File: src/verilog/draw_regs_pkg.sv
// Package with the register map, field positions and types of the drawing engine command register bank.
package draw_regs_pkg;

   // Register byte addresses (all printed offsets are multiples of four).
   localparam logic [15:0] subsystem_addr = 16'h42e8;
   localparam logic [15:0] advanced_function_addr = 16'h4ae8;
   localparam logic [15:0] current_y_addr = 16'h82e8;
   localparam logic [15:0] current_x_addr = 16'h86e8;
   localparam logic [15:0] dest_y_step_addr = 16'h8ae8;
   localparam logic [15:0] dest_x_step_addr = 16'h8ee8;
   localparam logic [15:0] line_error_addr = 16'h92e8;
   localparam logic [15:0] major_axis_addr = 16'h96e8;
   localparam logic [15:0] engine_cmd_addr = 16'h9ae8;
   localparam logic [15:0] short_vector_addr = 16'h9ee8;
   localparam logic [15:0] background_colour_addr = 16'ha2e8;
   localparam logic [15:0] foreground_colour_addr = 16'ha6e8;
   localparam logic [15:0] plane_write_mask_addr = 16'haae8;
   localparam logic [15:0] plane_read_mask_addr = 16'haee8;
   localparam logic [15:0] compare_colour_addr = 16'hb2e8;
   localparam logic [15:0] background_mix_addr = 16'hb6e8;
   localparam logic [15:0] foreground_mix_addr = 16'hbae8;
   // System configuration register, holding the enhanced access enable in bit 0.
   localparam logic [15:0] system_config_addr = 16'h0040;

   // Field positions.
   localparam int irq_count = 4;
   localparam int irq_enable_lsb = 8;
   localparam int soft_reset_lsb = 14;
   localparam int plane_count_bit = 7;
   localparam int busy_bit = 9;
   localparam int all_empty_bit = 10;
   localparam int afc_enable_bit = 0;
   localparam int afc_4bpp_bit = 2;
   localparam int afc_linear_bit = 4;
   localparam logic [15:0] afc_mask = 16'h0015;
   localparam logic [15:0] coord_mask = 16'h0fff;
   localparam logic [15:0] step_mask = 16'h3fff;
   localparam logic [15:0] mix_mask = 16'h006f;

   // Interrupt sources in bit order.
   localparam int irq_vsync = 0;
   localparam int irq_busy = 1;
   localparam int irq_overflow = 2;
   localparam int irq_empty = 3;

   // Command queue.
   localparam int queue_depth = 8;
   localparam logic [12:0] queue_depth_slots = 13'h0008;
   localparam logic [3:0] queue_reset_level = 4'h0;

   typedef struct packed {
      logic [2:0] command_type;
      logic byte_swap;
      logic reserved;
      logic [1:0] bus_size;
      logic wait_host_data;
      logic [2:0] direction;
      logic draw_pixels;
      logic radial;
      logic last_pixel_off;
      logic across_plane;
      logic issue;
   } draw_command_t;

   typedef struct packed {
      logic [2:0] direction;
      logic draw_pixels;
      logic [3:0] length_m1;
   } short_vector_t;

   typedef struct packed {
      logic [1:0] colour_source;
      logic [3:0] mix_function;
   } mix_select_t;

endpackage

File: src/verilog/drawing_engine_command_regs.sv
// Command and status register bank of the 2D drawing engine, reached over APB.
//
// Register access over APB was chosen for this implementation.
`timescale 1ns/1ps
module drawing_engine_command_regs
   import draw_regs_pkg::*;
(
   // Clock and reset
   input wire logic pclk,
   input wire logic presetn,
   // APB slave
   input wire logic psel,
   input wire logic penable,
   input wire logic pwrite,
   input wire logic [15:0] paddr,
   input wire logic [31:0] pwdata,
   output logic [31:0] prdata,
   output logic pready,
   output logic pslverr,
   // Engine side events and state
   input wire logic vsync_event,
   input wire logic engine_busy,
   input wire logic command_taken,
   input wire logic eight_planes,
   // Controls toward the engine
   output logic irq_request,
   output logic [1:0] soft_reset_sel,
   output logic [15:0] advanced_function,
   output logic [11:0] current_y,
   output logic [11:0] current_x,
   output logic [13:0] dest_y_step,
   output logic [13:0] dest_x_step,
   output logic [13:0] line_error,
   output logic [11:0] major_axis,
   output draw_command_t draw_command,
   output logic draw_command_valid,
   output short_vector_t vector_first,
   output short_vector_t vector_second,
   output logic vector_valid,
   output logic [31:0] background_colour,
   output logic [31:0] foreground_colour,
   output logic [31:0] plane_write_mask,
   output logic [31:0] plane_read_mask,
   output logic [31:0] compare_colour,
   output mix_select_t background_mix,
   output mix_select_t foreground_mix
);

   logic enhanced_access_q;
   logic [irq_count-1:0] irq_flags_q;
   logic [irq_count-1:0] irq_enable_q;
   logic [3:0] queue_level_q;
   logic busy_prev_q;
   logic [31:0] rdata_d;
   logic hit;
   logic setup;
   logic wr;
   logic rd;
   logic cfg_hit;
   logic bank_hit;
   logic [irq_count-1:0] irq_set;
   logic [irq_count-1:0] irq_clear;
   logic cmd_write;
   logic queue_full;
   logic queue_push;
   logic queue_pop;
   logic [12:0] free_slots;
   // One write strobe per plain storage register keeps each register in a process of its own.
   logic wr_advanced_function;
   logic wr_current_y;
   logic wr_current_x;
   logic wr_dest_y_step;
   logic wr_dest_x_step;
   logic wr_line_error;
   logic wr_major_axis;
   logic wr_background_colour;
   logic wr_foreground_colour;
   logic wr_plane_write_mask;
   logic wr_plane_read_mask;
   logic wr_compare_colour;
   logic wr_background_mix;
   logic wr_foreground_mix;

   // Accesses complete in the cycle after setup, so pready rises with penable.
   assign setup = psel && !penable;
   assign cfg_hit = (paddr == system_config_addr);

   always_comb begin
      bank_hit = 1'b0;
      unique case (paddr)
         subsystem_addr, advanced_function_addr, current_y_addr, current_x_addr, dest_y_step_addr,
         dest_x_step_addr, line_error_addr, major_axis_addr, engine_cmd_addr, short_vector_addr,
         background_colour_addr, foreground_colour_addr, plane_write_mask_addr, plane_read_mask_addr,
         compare_colour_addr, background_mix_addr, foreground_mix_addr: bank_hit = 1'b1;
         default: bank_hit = 1'b0;
      endcase
   end

   // The bank answers only with enhanced access on; otherwise it is an unmapped address.
   assign hit = cfg_hit || (bank_hit && enhanced_access_q);
   assign wr = psel && penable && pready && pwrite && hit;
   assign rd = psel && penable && pready && !pwrite && hit;

   assign cmd_write = wr && (paddr == engine_cmd_addr);
   assign queue_full = (queue_level_q == queue_depth[3:0]);
   assign queue_push = cmd_write && !queue_full;
   assign queue_pop = command_taken && (queue_level_q != 4'h0);
   assign free_slots = queue_depth_slots - {9'h000, queue_level_q};

   // Write strobes; each already carries the access gate of the bank, so a closed bank stores nothing.
   assign wr_advanced_function = wr && (paddr == advanced_function_addr);
   assign wr_current_y = wr && (paddr == current_y_addr);
   assign wr_current_x = wr && (paddr == current_x_addr);
   assign wr_dest_y_step = wr && (paddr == dest_y_step_addr);
   assign wr_dest_x_step = wr && (paddr == dest_x_step_addr);
   assign wr_line_error = wr && (paddr == line_error_addr);
   assign wr_major_axis = wr && (paddr == major_axis_addr);
   assign wr_background_colour = wr && (paddr == background_colour_addr);
   assign wr_foreground_colour = wr && (paddr == foreground_colour_addr);
   assign wr_plane_write_mask = wr && (paddr == plane_write_mask_addr);
   assign wr_plane_read_mask = wr && (paddr == plane_read_mask_addr);
   assign wr_compare_colour = wr && (paddr == compare_colour_addr);
   assign wr_background_mix = wr && (paddr == background_mix_addr);
   assign wr_foreground_mix = wr && (paddr == foreground_mix_addr);

   always_ff @(posedge pclk or negedge presetn) begin
      if (!presetn) begin
         pready <= 1'b0;
         pslverr <= 1'b0;
         prdata <= 32'h0000_0000;
      end else begin
         pready <= setup;
         pslverr <= setup && !hit;
         prdata <= (setup && !pwrite && hit) ? rdata_d : 32'h0000_0000;
      end
   end

   always_ff @(posedge pclk or negedge presetn) begin
      if (!presetn) begin
         enhanced_access_q <= 1'b0;
      end else if (wr && cfg_hit) begin
         enhanced_access_q <= pwdata[0];
      end
   end

   // Event detection for the interrupt sources.
   always_comb begin
      irq_set = '0;
      irq_set[irq_vsync] = vsync_event;
      irq_set[irq_busy] = engine_busy && !busy_prev_q;
      irq_set[irq_overflow] = cmd_write && queue_full;
      irq_set[irq_empty] = queue_pop && (queue_level_q == 4'h1) && !queue_push;
      irq_clear = (wr && paddr == subsystem_addr) ? pwdata[irq_count-1:0] : '0;
   end

   // A new event in the clearing cycle wins over the clear.
   always_ff @(posedge pclk or negedge presetn) begin
      if (!presetn) begin
         irq_flags_q <= '0;
         busy_prev_q <= 1'b0;
      end else begin
         irq_flags_q <= (irq_flags_q & ~irq_clear) | irq_set;
         busy_prev_q <= engine_busy;
      end
   end

   always_ff @(posedge pclk or negedge presetn) begin
      if (!presetn) begin
         irq_enable_q <= '0;
         soft_reset_sel <= 2'h0;
         irq_request <= 1'b0;
      end else begin
         if (wr && paddr == subsystem_addr) begin
            irq_enable_q <= pwdata[irq_enable_lsb +: irq_count];
            soft_reset_sel <= pwdata[soft_reset_lsb +: 2];
         end
         irq_request <= |(irq_flags_q & irq_enable_q);
      end
   end

   // Command queue occupancy; the engine drains it by pulsing command_taken.
   always_ff @(posedge pclk or negedge presetn) begin
      if (!presetn) begin
         queue_level_q <= queue_reset_level;
      end else begin
         queue_level_q <= queue_level_q + {3'h0, queue_push} - {3'h0, queue_pop};
      end
   end

   always_ff @(posedge pclk or negedge presetn) begin
      if (!presetn) begin
         draw_command <= '0;
         draw_command_valid <= 1'b0;
         vector_first <= '0;
         vector_second <= '0;
         vector_valid <= 1'b0;
      end else begin
         draw_command_valid <= queue_push;
         vector_valid <= wr && (paddr == short_vector_addr);
         if (queue_push) begin
            draw_command <= draw_command_t'(pwdata[15:0]);
         end
         if (wr && paddr == short_vector_addr) begin
            vector_first <= short_vector_t'(pwdata[7:0]);
            vector_second <= short_vector_t'(pwdata[15:8]);
         end
      end
   end

   // Reserved upper bits are never stored, so they read back as zero whatever software wrote.
   always_ff @(posedge pclk or negedge presetn) begin
      if (!presetn) begin
         advanced_function <= 16'h0000;
      end else if (wr_advanced_function) begin
         advanced_function <= pwdata[15:0] & afc_mask;
      end
   end

   always_ff @(posedge pclk or negedge presetn) begin
      if (!presetn) begin
         current_y <= 12'h000;
      end else if (wr_current_y) begin
         current_y <= pwdata[11:0];
      end
   end

   always_ff @(posedge pclk or negedge presetn) begin
      if (!presetn) begin
         current_x <= 12'h000;
      end else if (wr_current_x) begin
         current_x <= pwdata[11:0];
      end
   end

   // The destination words keep fourteen bits so that either meaning fits; the command decides which.
   always_ff @(posedge pclk or negedge presetn) begin
      if (!presetn) begin
         dest_y_step <= 14'h0000;
      end else if (wr_dest_y_step) begin
         dest_y_step <= pwdata[13:0];
      end
   end

   always_ff @(posedge pclk or negedge presetn) begin
      if (!presetn) begin
         dest_x_step <= 14'h0000;
      end else if (wr_dest_x_step) begin
         dest_x_step <= pwdata[13:0];
      end
   end

   always_ff @(posedge pclk or negedge presetn) begin
      if (!presetn) begin
         line_error <= 14'h0000;
      end else if (wr_line_error) begin
         line_error <= pwdata[13:0];
      end
   end

   always_ff @(posedge pclk or negedge presetn) begin
      if (!presetn) begin
         major_axis <= 12'h000;
      end else if (wr_major_axis) begin
         major_axis <= pwdata[11:0];
      end
   end

   // Colour and mask words are stored whole; none of their bits is reserved.
   always_ff @(posedge pclk or negedge presetn) begin
      if (!presetn) begin
         background_colour <= 32'h0000_0000;
      end else if (wr_background_colour) begin
         background_colour <= pwdata;
      end
   end

   always_ff @(posedge pclk or negedge presetn) begin
      if (!presetn) begin
         foreground_colour <= 32'h0000_0000;
      end else if (wr_foreground_colour) begin
         foreground_colour <= pwdata;
      end
   end

   always_ff @(posedge pclk or negedge presetn) begin
      if (!presetn) begin
         plane_write_mask <= 32'h0000_0000;
      end else if (wr_plane_write_mask) begin
         plane_write_mask <= pwdata;
      end
   end

   always_ff @(posedge pclk or negedge presetn) begin
      if (!presetn) begin
         plane_read_mask <= 32'h0000_0000;
      end else if (wr_plane_read_mask) begin
         plane_read_mask <= pwdata;
      end
   end

   always_ff @(posedge pclk or negedge presetn) begin
      if (!presetn) begin
         compare_colour <= 32'h0000_0000;
      end else if (wr_compare_colour) begin
         compare_colour <= pwdata;
      end
   end

   // Mix registers are write-only; the reserved bit between code and source is dropped on the way in.
   always_ff @(posedge pclk or negedge presetn) begin
      if (!presetn) begin
         background_mix <= '0;
      end else if (wr_background_mix) begin
         background_mix <= mix_select_t'({pwdata[6:5], pwdata[3:0]});
      end
   end

   always_ff @(posedge pclk or negedge presetn) begin
      if (!presetn) begin
         foreground_mix <= '0;
      end else if (wr_foreground_mix) begin
         foreground_mix <= mix_select_t'({pwdata[6:5], pwdata[3:0]});
      end
   end

   // Read mux; write-only registers read as zero.
   always_comb begin
      rdata_d = 32'h0000_0000;
      unique case (paddr)
         system_config_addr: rdata_d[0] = enhanced_access_q;
         subsystem_addr: begin
            rdata_d[irq_count-1:0] = irq_flags_q;
            rdata_d[plane_count_bit] = eight_planes;
         end
         advanced_function_addr: rdata_d[15:0] = advanced_function;
         current_y_addr: rdata_d[11:0] = current_y;
         current_x_addr: rdata_d[11:0] = current_x;
         dest_y_step_addr: rdata_d[13:0] = dest_y_step;
         dest_x_step_addr: rdata_d[13:0] = dest_x_step;
         line_error_addr: rdata_d[13:0] = line_error;
         major_axis_addr: rdata_d[11:0] = major_axis;
         engine_cmd_addr: begin
            rdata_d[7:0] = free_slots[7:0];
            rdata_d[15:11] = free_slots[12:8];
            rdata_d[busy_bit] = engine_busy;
            rdata_d[all_empty_bit] = (queue_level_q == 4'h0);
         end
         background_colour_addr: rdata_d = background_colour;
         foreground_colour_addr: rdata_d = foreground_colour;
         plane_write_mask_addr: rdata_d = plane_write_mask;
         plane_read_mask_addr: rdata_d = plane_read_mask;
         compare_colour_addr: rdata_d = compare_colour;
         default: rdata_d = 32'h0000_0000;
      endcase
   end

endmodule // drawing_engine_command_regs

File: config.mk
export PLATFORM = sky130hd
export DESIGN_NAME = drawing_engine_command_regs
export DESIGN_NICKNAME = d
export VERILOG_FILES = /design/src/verilog/draw_regs_pkg.sv /design/src/verilog/drawing_engine_command_regs.sv
export SDC_FILE = /design/constraint.sdc
export NUM_CORES = 1
export LEC_CHECK = 0
export ABC_AREA = 1
export BUFFER_PORTS_ARGS = -buffer_cell sky130_fd_sc_hd__buf_2
export CORE_MARGIN = 5
export CORE_UTILIZATION = 59
export CTS_BUF_LIST = sky130_fd_sc_hd__clkbuf_4 sky130_fd_sc_hd__clkbuf_8
export CTS_CLUSTER_DIAMETER = 40
export CTS_CLUSTER_SIZE = 24
export DETAILED_ROUTE_END_ITERATION = 10
export GPL_TIMING_DRIVEN = 0
export PLACE_DENSITY = 0.93
export SYNTH_ARGS = -nofsm -noshare
export SYNTH_HDL_FRONTEND = slang
export SYNTH_SLANG_ARGS = --single-unit
File: constraint.sdc
create_clock -name pclk -period 7.2 [get_ports pclk]
set_input_delay 1.44 -clock pclk [delete_from_list [all_inputs] [get_ports pclk]]
set_output_delay 1.44 -clock pclk [all_outputs]
set_load 0.05 [all_outputs]
## Word-level counts from Yosys, hierarchy flattened

Cells that the tools add are included.

| word-level totals | value |
|---|---|
| register bits after elaboration | 338 |
| bits in latches | 0 |
| bits in writable memories | 0 |
| memory bits (read-only) | 0 |
| bits of input ports | 57 |
| output and inout port bits | 337 |
| logic and storage cells | 128 |
| memories | 0 |

| cells by class | value |
|---|---|
| add/subtract/negate cells | 3 |
| $mul | 0 |
| div/mod/pow operators | 0 |
| magnitude comparators | 0 |
| eq/ne operators | 20 |
| shift-type cells | 0 |
| mux-type cells | 12 |
| bitwise operators | 4 |
| reduce and logical (&&, ||, !) cells | 44 |

Operator list:

| kind | number |
|---|---|
| == test 16 bit, second input constant | 15 |
| one-hot mux 16 bit (5 select lines) | 1 |
| one-hot mux 3 bit (14 select lines) | 1 |
| one-hot mux 3 bit (13 select lines) | 1 |
| one-hot mux 3 bit (12 select lines) | 1 |
| logical AND 1 bit | 33 |
| == test 16 x 15 -> 1 bit, second input constant | 2 |
| 2-to-1 mux 32 bit | 1 |
| one-hot mux 2 bit (9 select lines) | 1 |
| OR reduction 17 bit | 1 |
| == test 16 x 7 -> 1 bit, second input constant | 1 |
| one-hot mux 1 bit (15 select lines) | 1 |
| one-hot mux 1 bit (13 select lines) | 1 |
| one-hot mux 2 bit (6 select lines) | 1 |
| one-hot mux 1 bit (11 select lines) | 1 |
| AND 4 bit | 2 |
| zero test 1 bit | 6 |
| subtractor 4 x 4 -> 5 bit, first input constant | 1 |
| adder 4 x 1 -> 4 bit | 1 |
| == test 4 x 1 -> 1 bit, second input constant | 1 |
| == test 4 bit, second input constant | 1 |
| zero test 4 bit | 1 |
| 2-to-1 mux 4 bit | 1 |
| NOT 4 bit | 1 |
| other kinds (6) | 6 |

## Depth between registers and ports, before layout

| logic depth | value |
|---|---|
| depth after elaboration | 11 |
| depth in mapped cells | 22 |

## Worst setup path after synthesis

Ideal clock, no wire load.

| timing path | value |
|---|---|
| path kind | input-to-reg |
| from | in paddr[6] |
| to | reg queue_level_q[2] |
| library setup time | 0.123 ns |
| arrival | 3.987 ns |
| data required time | 7.077 ns |
| path slack | 3.091 ns |
| stages | 19 |
| cell sequence | inv_1 nor2_1 nand2_1 nor2_4 buf_4 nand3_1 nand3_1 nor2_1 nand2_1 nand2_2 nand2_4 buf_12 nand4_4 buf_6 ha_1 inv_1 ha_1 fa_1 xnor2_1 |

| on the way | value |
|---|---|
| longest elaborated chain between the ends | 10 |
| elaborated cells on any way between the ends | 27 |
| classes of those cells | 2 x add/sub; 18 x eq/ne; 1 x mux; 6 x reduce/logical |

RTL lines:

| element | line | source |
|---|---|---|
| start: declaration | drawing_engine_command_regs.sv:15 | `input wire logic [15:0] paddr,` |
| == test 16 bit, or another cell as far along | drawing_engine_command_regs.sv:90, drawing_engine_command_regs.sv:104 |  |
| OR reduction 17 bit | drawing_engine_command_regs.sv:90 | `unique case (paddr)` |
| 2-to-1 mux 1 bit | drawing_engine_command_regs.sv:90 |  |
| logical AND 1 bit | drawing_engine_command_regs.sv:100 | `assign hit = cfg_hit \|\| (bank_hit && enhanced_access_q);` |
| logical OR 1 bit | drawing_engine_command_regs.sv:100 |  |
| logical AND 1 bit | drawing_engine_command_regs.sv:101 | `assign wr = psel && penable && pready && pwrite && hit;` |
| logical AND 1 bit * | drawing_engine_command_regs.sv:104 | `assign cmd_write = wr && (paddr == engine_cmd_addr);` |
| logical AND 1 bit * | drawing_engine_command_regs.sv:106 | `assign queue_push = cmd_write && !queue_full;` |
| adder 4 x 1 -> 4 bit * | drawing_engine_command_regs.sv:186 | `queue_level_q <= queue_level_q + {3'h0, queue_push} - {3'h0, queue_pop};` |
| subtractor 4 x 1 -> 4 bit * | drawing_engine_command_regs.sv:186 |  |
| end signal: assignment | drawing_engine_command_regs.sv:184 | `queue_level_q <= queue_reset_level;` |
| end signal: assignment | drawing_engine_command_regs.sv:186 |  |
| end: declaration | drawing_engine_command_regs.sv:52 | `logic [3:0] queue_level_q;` |

Mark *: on every way between the ends. The rest lies on a longest branch, timed or not.
A chain may end at the register's enable or synchronous reset.

## Final worst setup path

| timing path | value |
|---|---|
| from | in paddr[4] |
| to | reg queue_level_q[2] |

Same word-level chain as after synthesis.

==> metrics.txt <==
RePlAce Congestion about 0.98; CTS tree done; largest net degree at the start of global routing ~130; highest clock rate around 240 MHz; drt first pass iters 7; CTS clk-pin slew, worst paths 0.09 ns; Yosys warnings 0; Slew @ Worst Pin around 0.95 ns; Finished Layout Cells around 2400; hold slack roughly 0.49 ns; fin crit period approximately 4.3 ns; relative slew slack 0.368; Worst setup startpoint paddr[4]; Setup crit end queue_level_q[2]; Initial DRC Count about 2200; worst path bufs/invs 5; Final ANT Viol Nets 0; Final Setup Violations 0; clk sinks around 340; FF+latch count, synth approximately 340; Die Y roughly 170 µm; reg2reg end queue_level_q[2]; Slowest Stage Delay on Critical Path roughly 0.45 ns; Reg2Reg Depth 10; die area roughly 0.028 mm²; Avg Inst Size Synth 9.17 µm²; # resized after CTS 0; CP max stage cell nor2_2; fin crit share 0.591; fillers about 1700; Area growth syn-to-layout 23.0%; register area share after synthesis 0.582; Setup TNS Final 0 ns; Post CTS Setup Buffer Count 0; grt total ovfl 0; cell family with most CP delay simple AND/OR/NAND/NOR gates; WHS Path Cells 2; Place WS around 2.4 ns; cts hold-fix bufs 0; count of input and output buffers 380; H-tree depth 2; initial antenna violation count 1; clock latency on the worst-skew pair 0.59 ns; reg2reg setup slack roughly 4.4 ns; Setup CP Type input port to flip-flop; Total GRT Usage 0.405; power per cell area between 200 and 250 mW/mm²; layout net count approximately 2100; root buf cell clkbuf_8; Startpoint Class input port; DP Cell Count 2303; Initial Util 0.597; Max Root-Sink Buffers 3; I/O pin count ~400; drt wl/cell around 24 µm; Distinct cells, synth 45; reg2reg start queue_level_q[1]; critical-path cell list buf_2 > inv_1 > nand2_1 > nor2_1 > nand3_2 > nor2_2 > nor2_1 > nand2_1 > nor2_1 > nand2_1 > nand2_2 > nand2_4 > buf_12 > nand4_4 > buf_6 > ha_1 > inv_1 > ha_1 > fa_1 > xnor2_1; Gate Count Post-Synth 1585; Die X 167 µm; final hold viol count 0; status finished, final reports clean; drc violations 0; total CTS buffers 39; post-synth design cell area ~0.015 mm²; CP Data Arrival Time ~4.7 ns; Cell Rows 57; crit end category flip-flop; Clock Skews roughly 0.05 ns; MaxCap Viol Count 0; number of global-route vias before repair roughly 15000; WL final ~58000 µm; Core Region 0.0243 mm²; final critical-path setup slack 2.94 ns; cell count along the critical path 20; Worst EP required 7.68 ns; vias per cell roughly 6.3; Vias ~15000; LEAKAGE 9.64 nW; post-DP HPWL 41100 µm; crit path max fanout 10; ratio of cells with drive above 1 in the final layout 0.254; total chip power about 3.7 mW; RSZ-0062 raised after global routing no; Slew Limit Fails 0; Max VDD drop between 200 and 250 µV; first-pass GRT wire length a little under 90000 µm; # diodes 0; Worst Hold Class flip-flop to flip-flop
power by group:
| group | internal (mW) | total (mW) | leakage (nW) | switching (mW) |
|---|---|---|---|---|
| combinational | 0.0709 | 0.253 | 4.49 | 0.182 |
| sequential | 1.91 | 1.93 | 4.69 | 0.0132 |
| clock | 0.759 | 1.56 | 0.457 | 0.801 |
| total | 2.74 | 3.74 | 9.64 | 0.996 |
layout make-up:
| cell class | count | area [µm²] | share of cell area |
|---|---|---|---|
| timing repair buffer | 382 | 1970 | 0.110 |
| tap | 324 | 405 | 0.0227 |
| multi-input combinational | 1068 | 5260 | 0.294 |
| clock inverter | 29 | 355 | 0.0199 |
| sequential | 338 | 8460 | 0.473 |
| clock buffer | 42 | 572 | 0.0320 |
| buffer | 107 | 544 | 0.0304 |
| inverter | 84 | 315 | 0.0176 |
worst min path at each step:
stage / slack [ns] / start / end
floorplan: 0.45 / busy_prev_q / irq_flags_q[1]
global placement: 0.46 / draw_command[13] / draw_command[13]
detailed placement: 0.47 / draw_command[2] / draw_command[2]
CTS: 0.49 / busy_prev_q / irq_flags_q[1]
global route: 0.51 / draw_command[3] / draw_command[3]
finish: 0.49 / background_mix[0] / background_mix[0]
state kept, by name, summed over array words and instances (netlist names), 12 cells and up:
name / cells
background_colour: 32
compare_colour: 32
current_x: 12
current_y: 12
dest_x_step: 14
dest_y_step: 14
draw_command: 16
foreground_colour: 32
line_error: 14
major_axis: 12
plane_read_mask: 32
plane_write_mask: 32
prdata: 32
Yosys cell counts (all sizes together):
| master | count | share of area |
|---|---|---|
| clkbuf | 67 | 0.017 |
| xnor2 | 1 | 0.00060 |
| nand3 | 41 | 0.019 |
| nand2 | 474 | 0.12 |
| nand3b | 3 | 0.0035 |
| o211ai | 4 | 0.0021 |
| mux2i | 1 | 0.00069 |
| xor2 | 3 | 0.0018 |
| a21oi | 30 | 0.011 |
| and3 | 1 | 0.00043 |
| a32o | 1 | 0.00069 |
| clkinv | 2 | 0.00052 |
| a21boi | 1 | 0.00052 |
| buf | 40 | 0.020 |
| fa | 1 | 0.0014 |
| inv | 82 | 0.021 |
| a31oi | 22 | 0.0095 |
| nor3 | 9 | 0.0034 |
| a211oi | 3 | 0.0015 |
| conb | 1 | 0.00026 |
| o211a | 1 | 0.00069 |
| o21ai | 278 | 0.096 |
| nor4 | 4 | 0.0017 |
| a22o | 59 | 0.036 |
| nand4 | 32 | 0.015 |
| dfrtp | 338 | 0.58 |
| nor2 | 75 | 0.022 |
| a221oi | 2 | 0.0012 |
| ha | 9 | 0.0078 |
logic make-up after synthesis:
kind of cell / count (synthesis) / synth area share
mux: 1 / 0.000689
other cells: 1 / 0.000258
compound gates: 401 / 0.158
xor+xnor: 4 / 0.00241
fa+ha+maj: 10 / 0.00913
flops: 338 / 0.582
simple gates: 639 / 0.188
buf+inv: 191 / 0.0592
stage by stage:
stage          utilization  area [µm²]
3_3_place_gp         0.694       16900
5_1_grt              0.735       17900
4_1_cts              0.735       17900
3_5_place_dp         0.697       16900
2_1_floorplan            -       14600
6_report             0.735       17900
cell usage in the layout (no fill, tap or decap), drive strengths merged:
cell        n
clkbuf    109
conb       13
a21oi      30
bufinv      5
nor3        9
dfrtp     338
o211a       1
nand3      41
mux2i       1
a21boi      1
ha          9
buf       422
inv        91
o211ai      4
o21ai     278
fa          1
a211oi      3
a221oi      2
clkinvlp    6
nand4      32
a22o       59
nand3b      3
a31oi      22
clkinv     11
nor4        4
a32o        1
xnor2       1
xor2        3
nor2       75
and3        1
nand2     474
per-layer routing:
metal	part of all wire	vias to the layer above	GRT usage
met5	0.00012	-	0
met3	0.14	375	0.122
met1	0.34	7056	0.525
met4	0.096	2	0.300
li1	-	6146	-
met2	0.42	1456	0.576
worst register-to-register path: cells and delay by family, from the launching register on:
kind	cells	cell delay (ns)
adders and majority gates	4	1.19
and+or+nand+nor	2	0.58
buffers and inverters	3	0.41
DFF	1	0.38
xor gates and xnor gates	1	0.14
(Power assumes the default switching activity.)
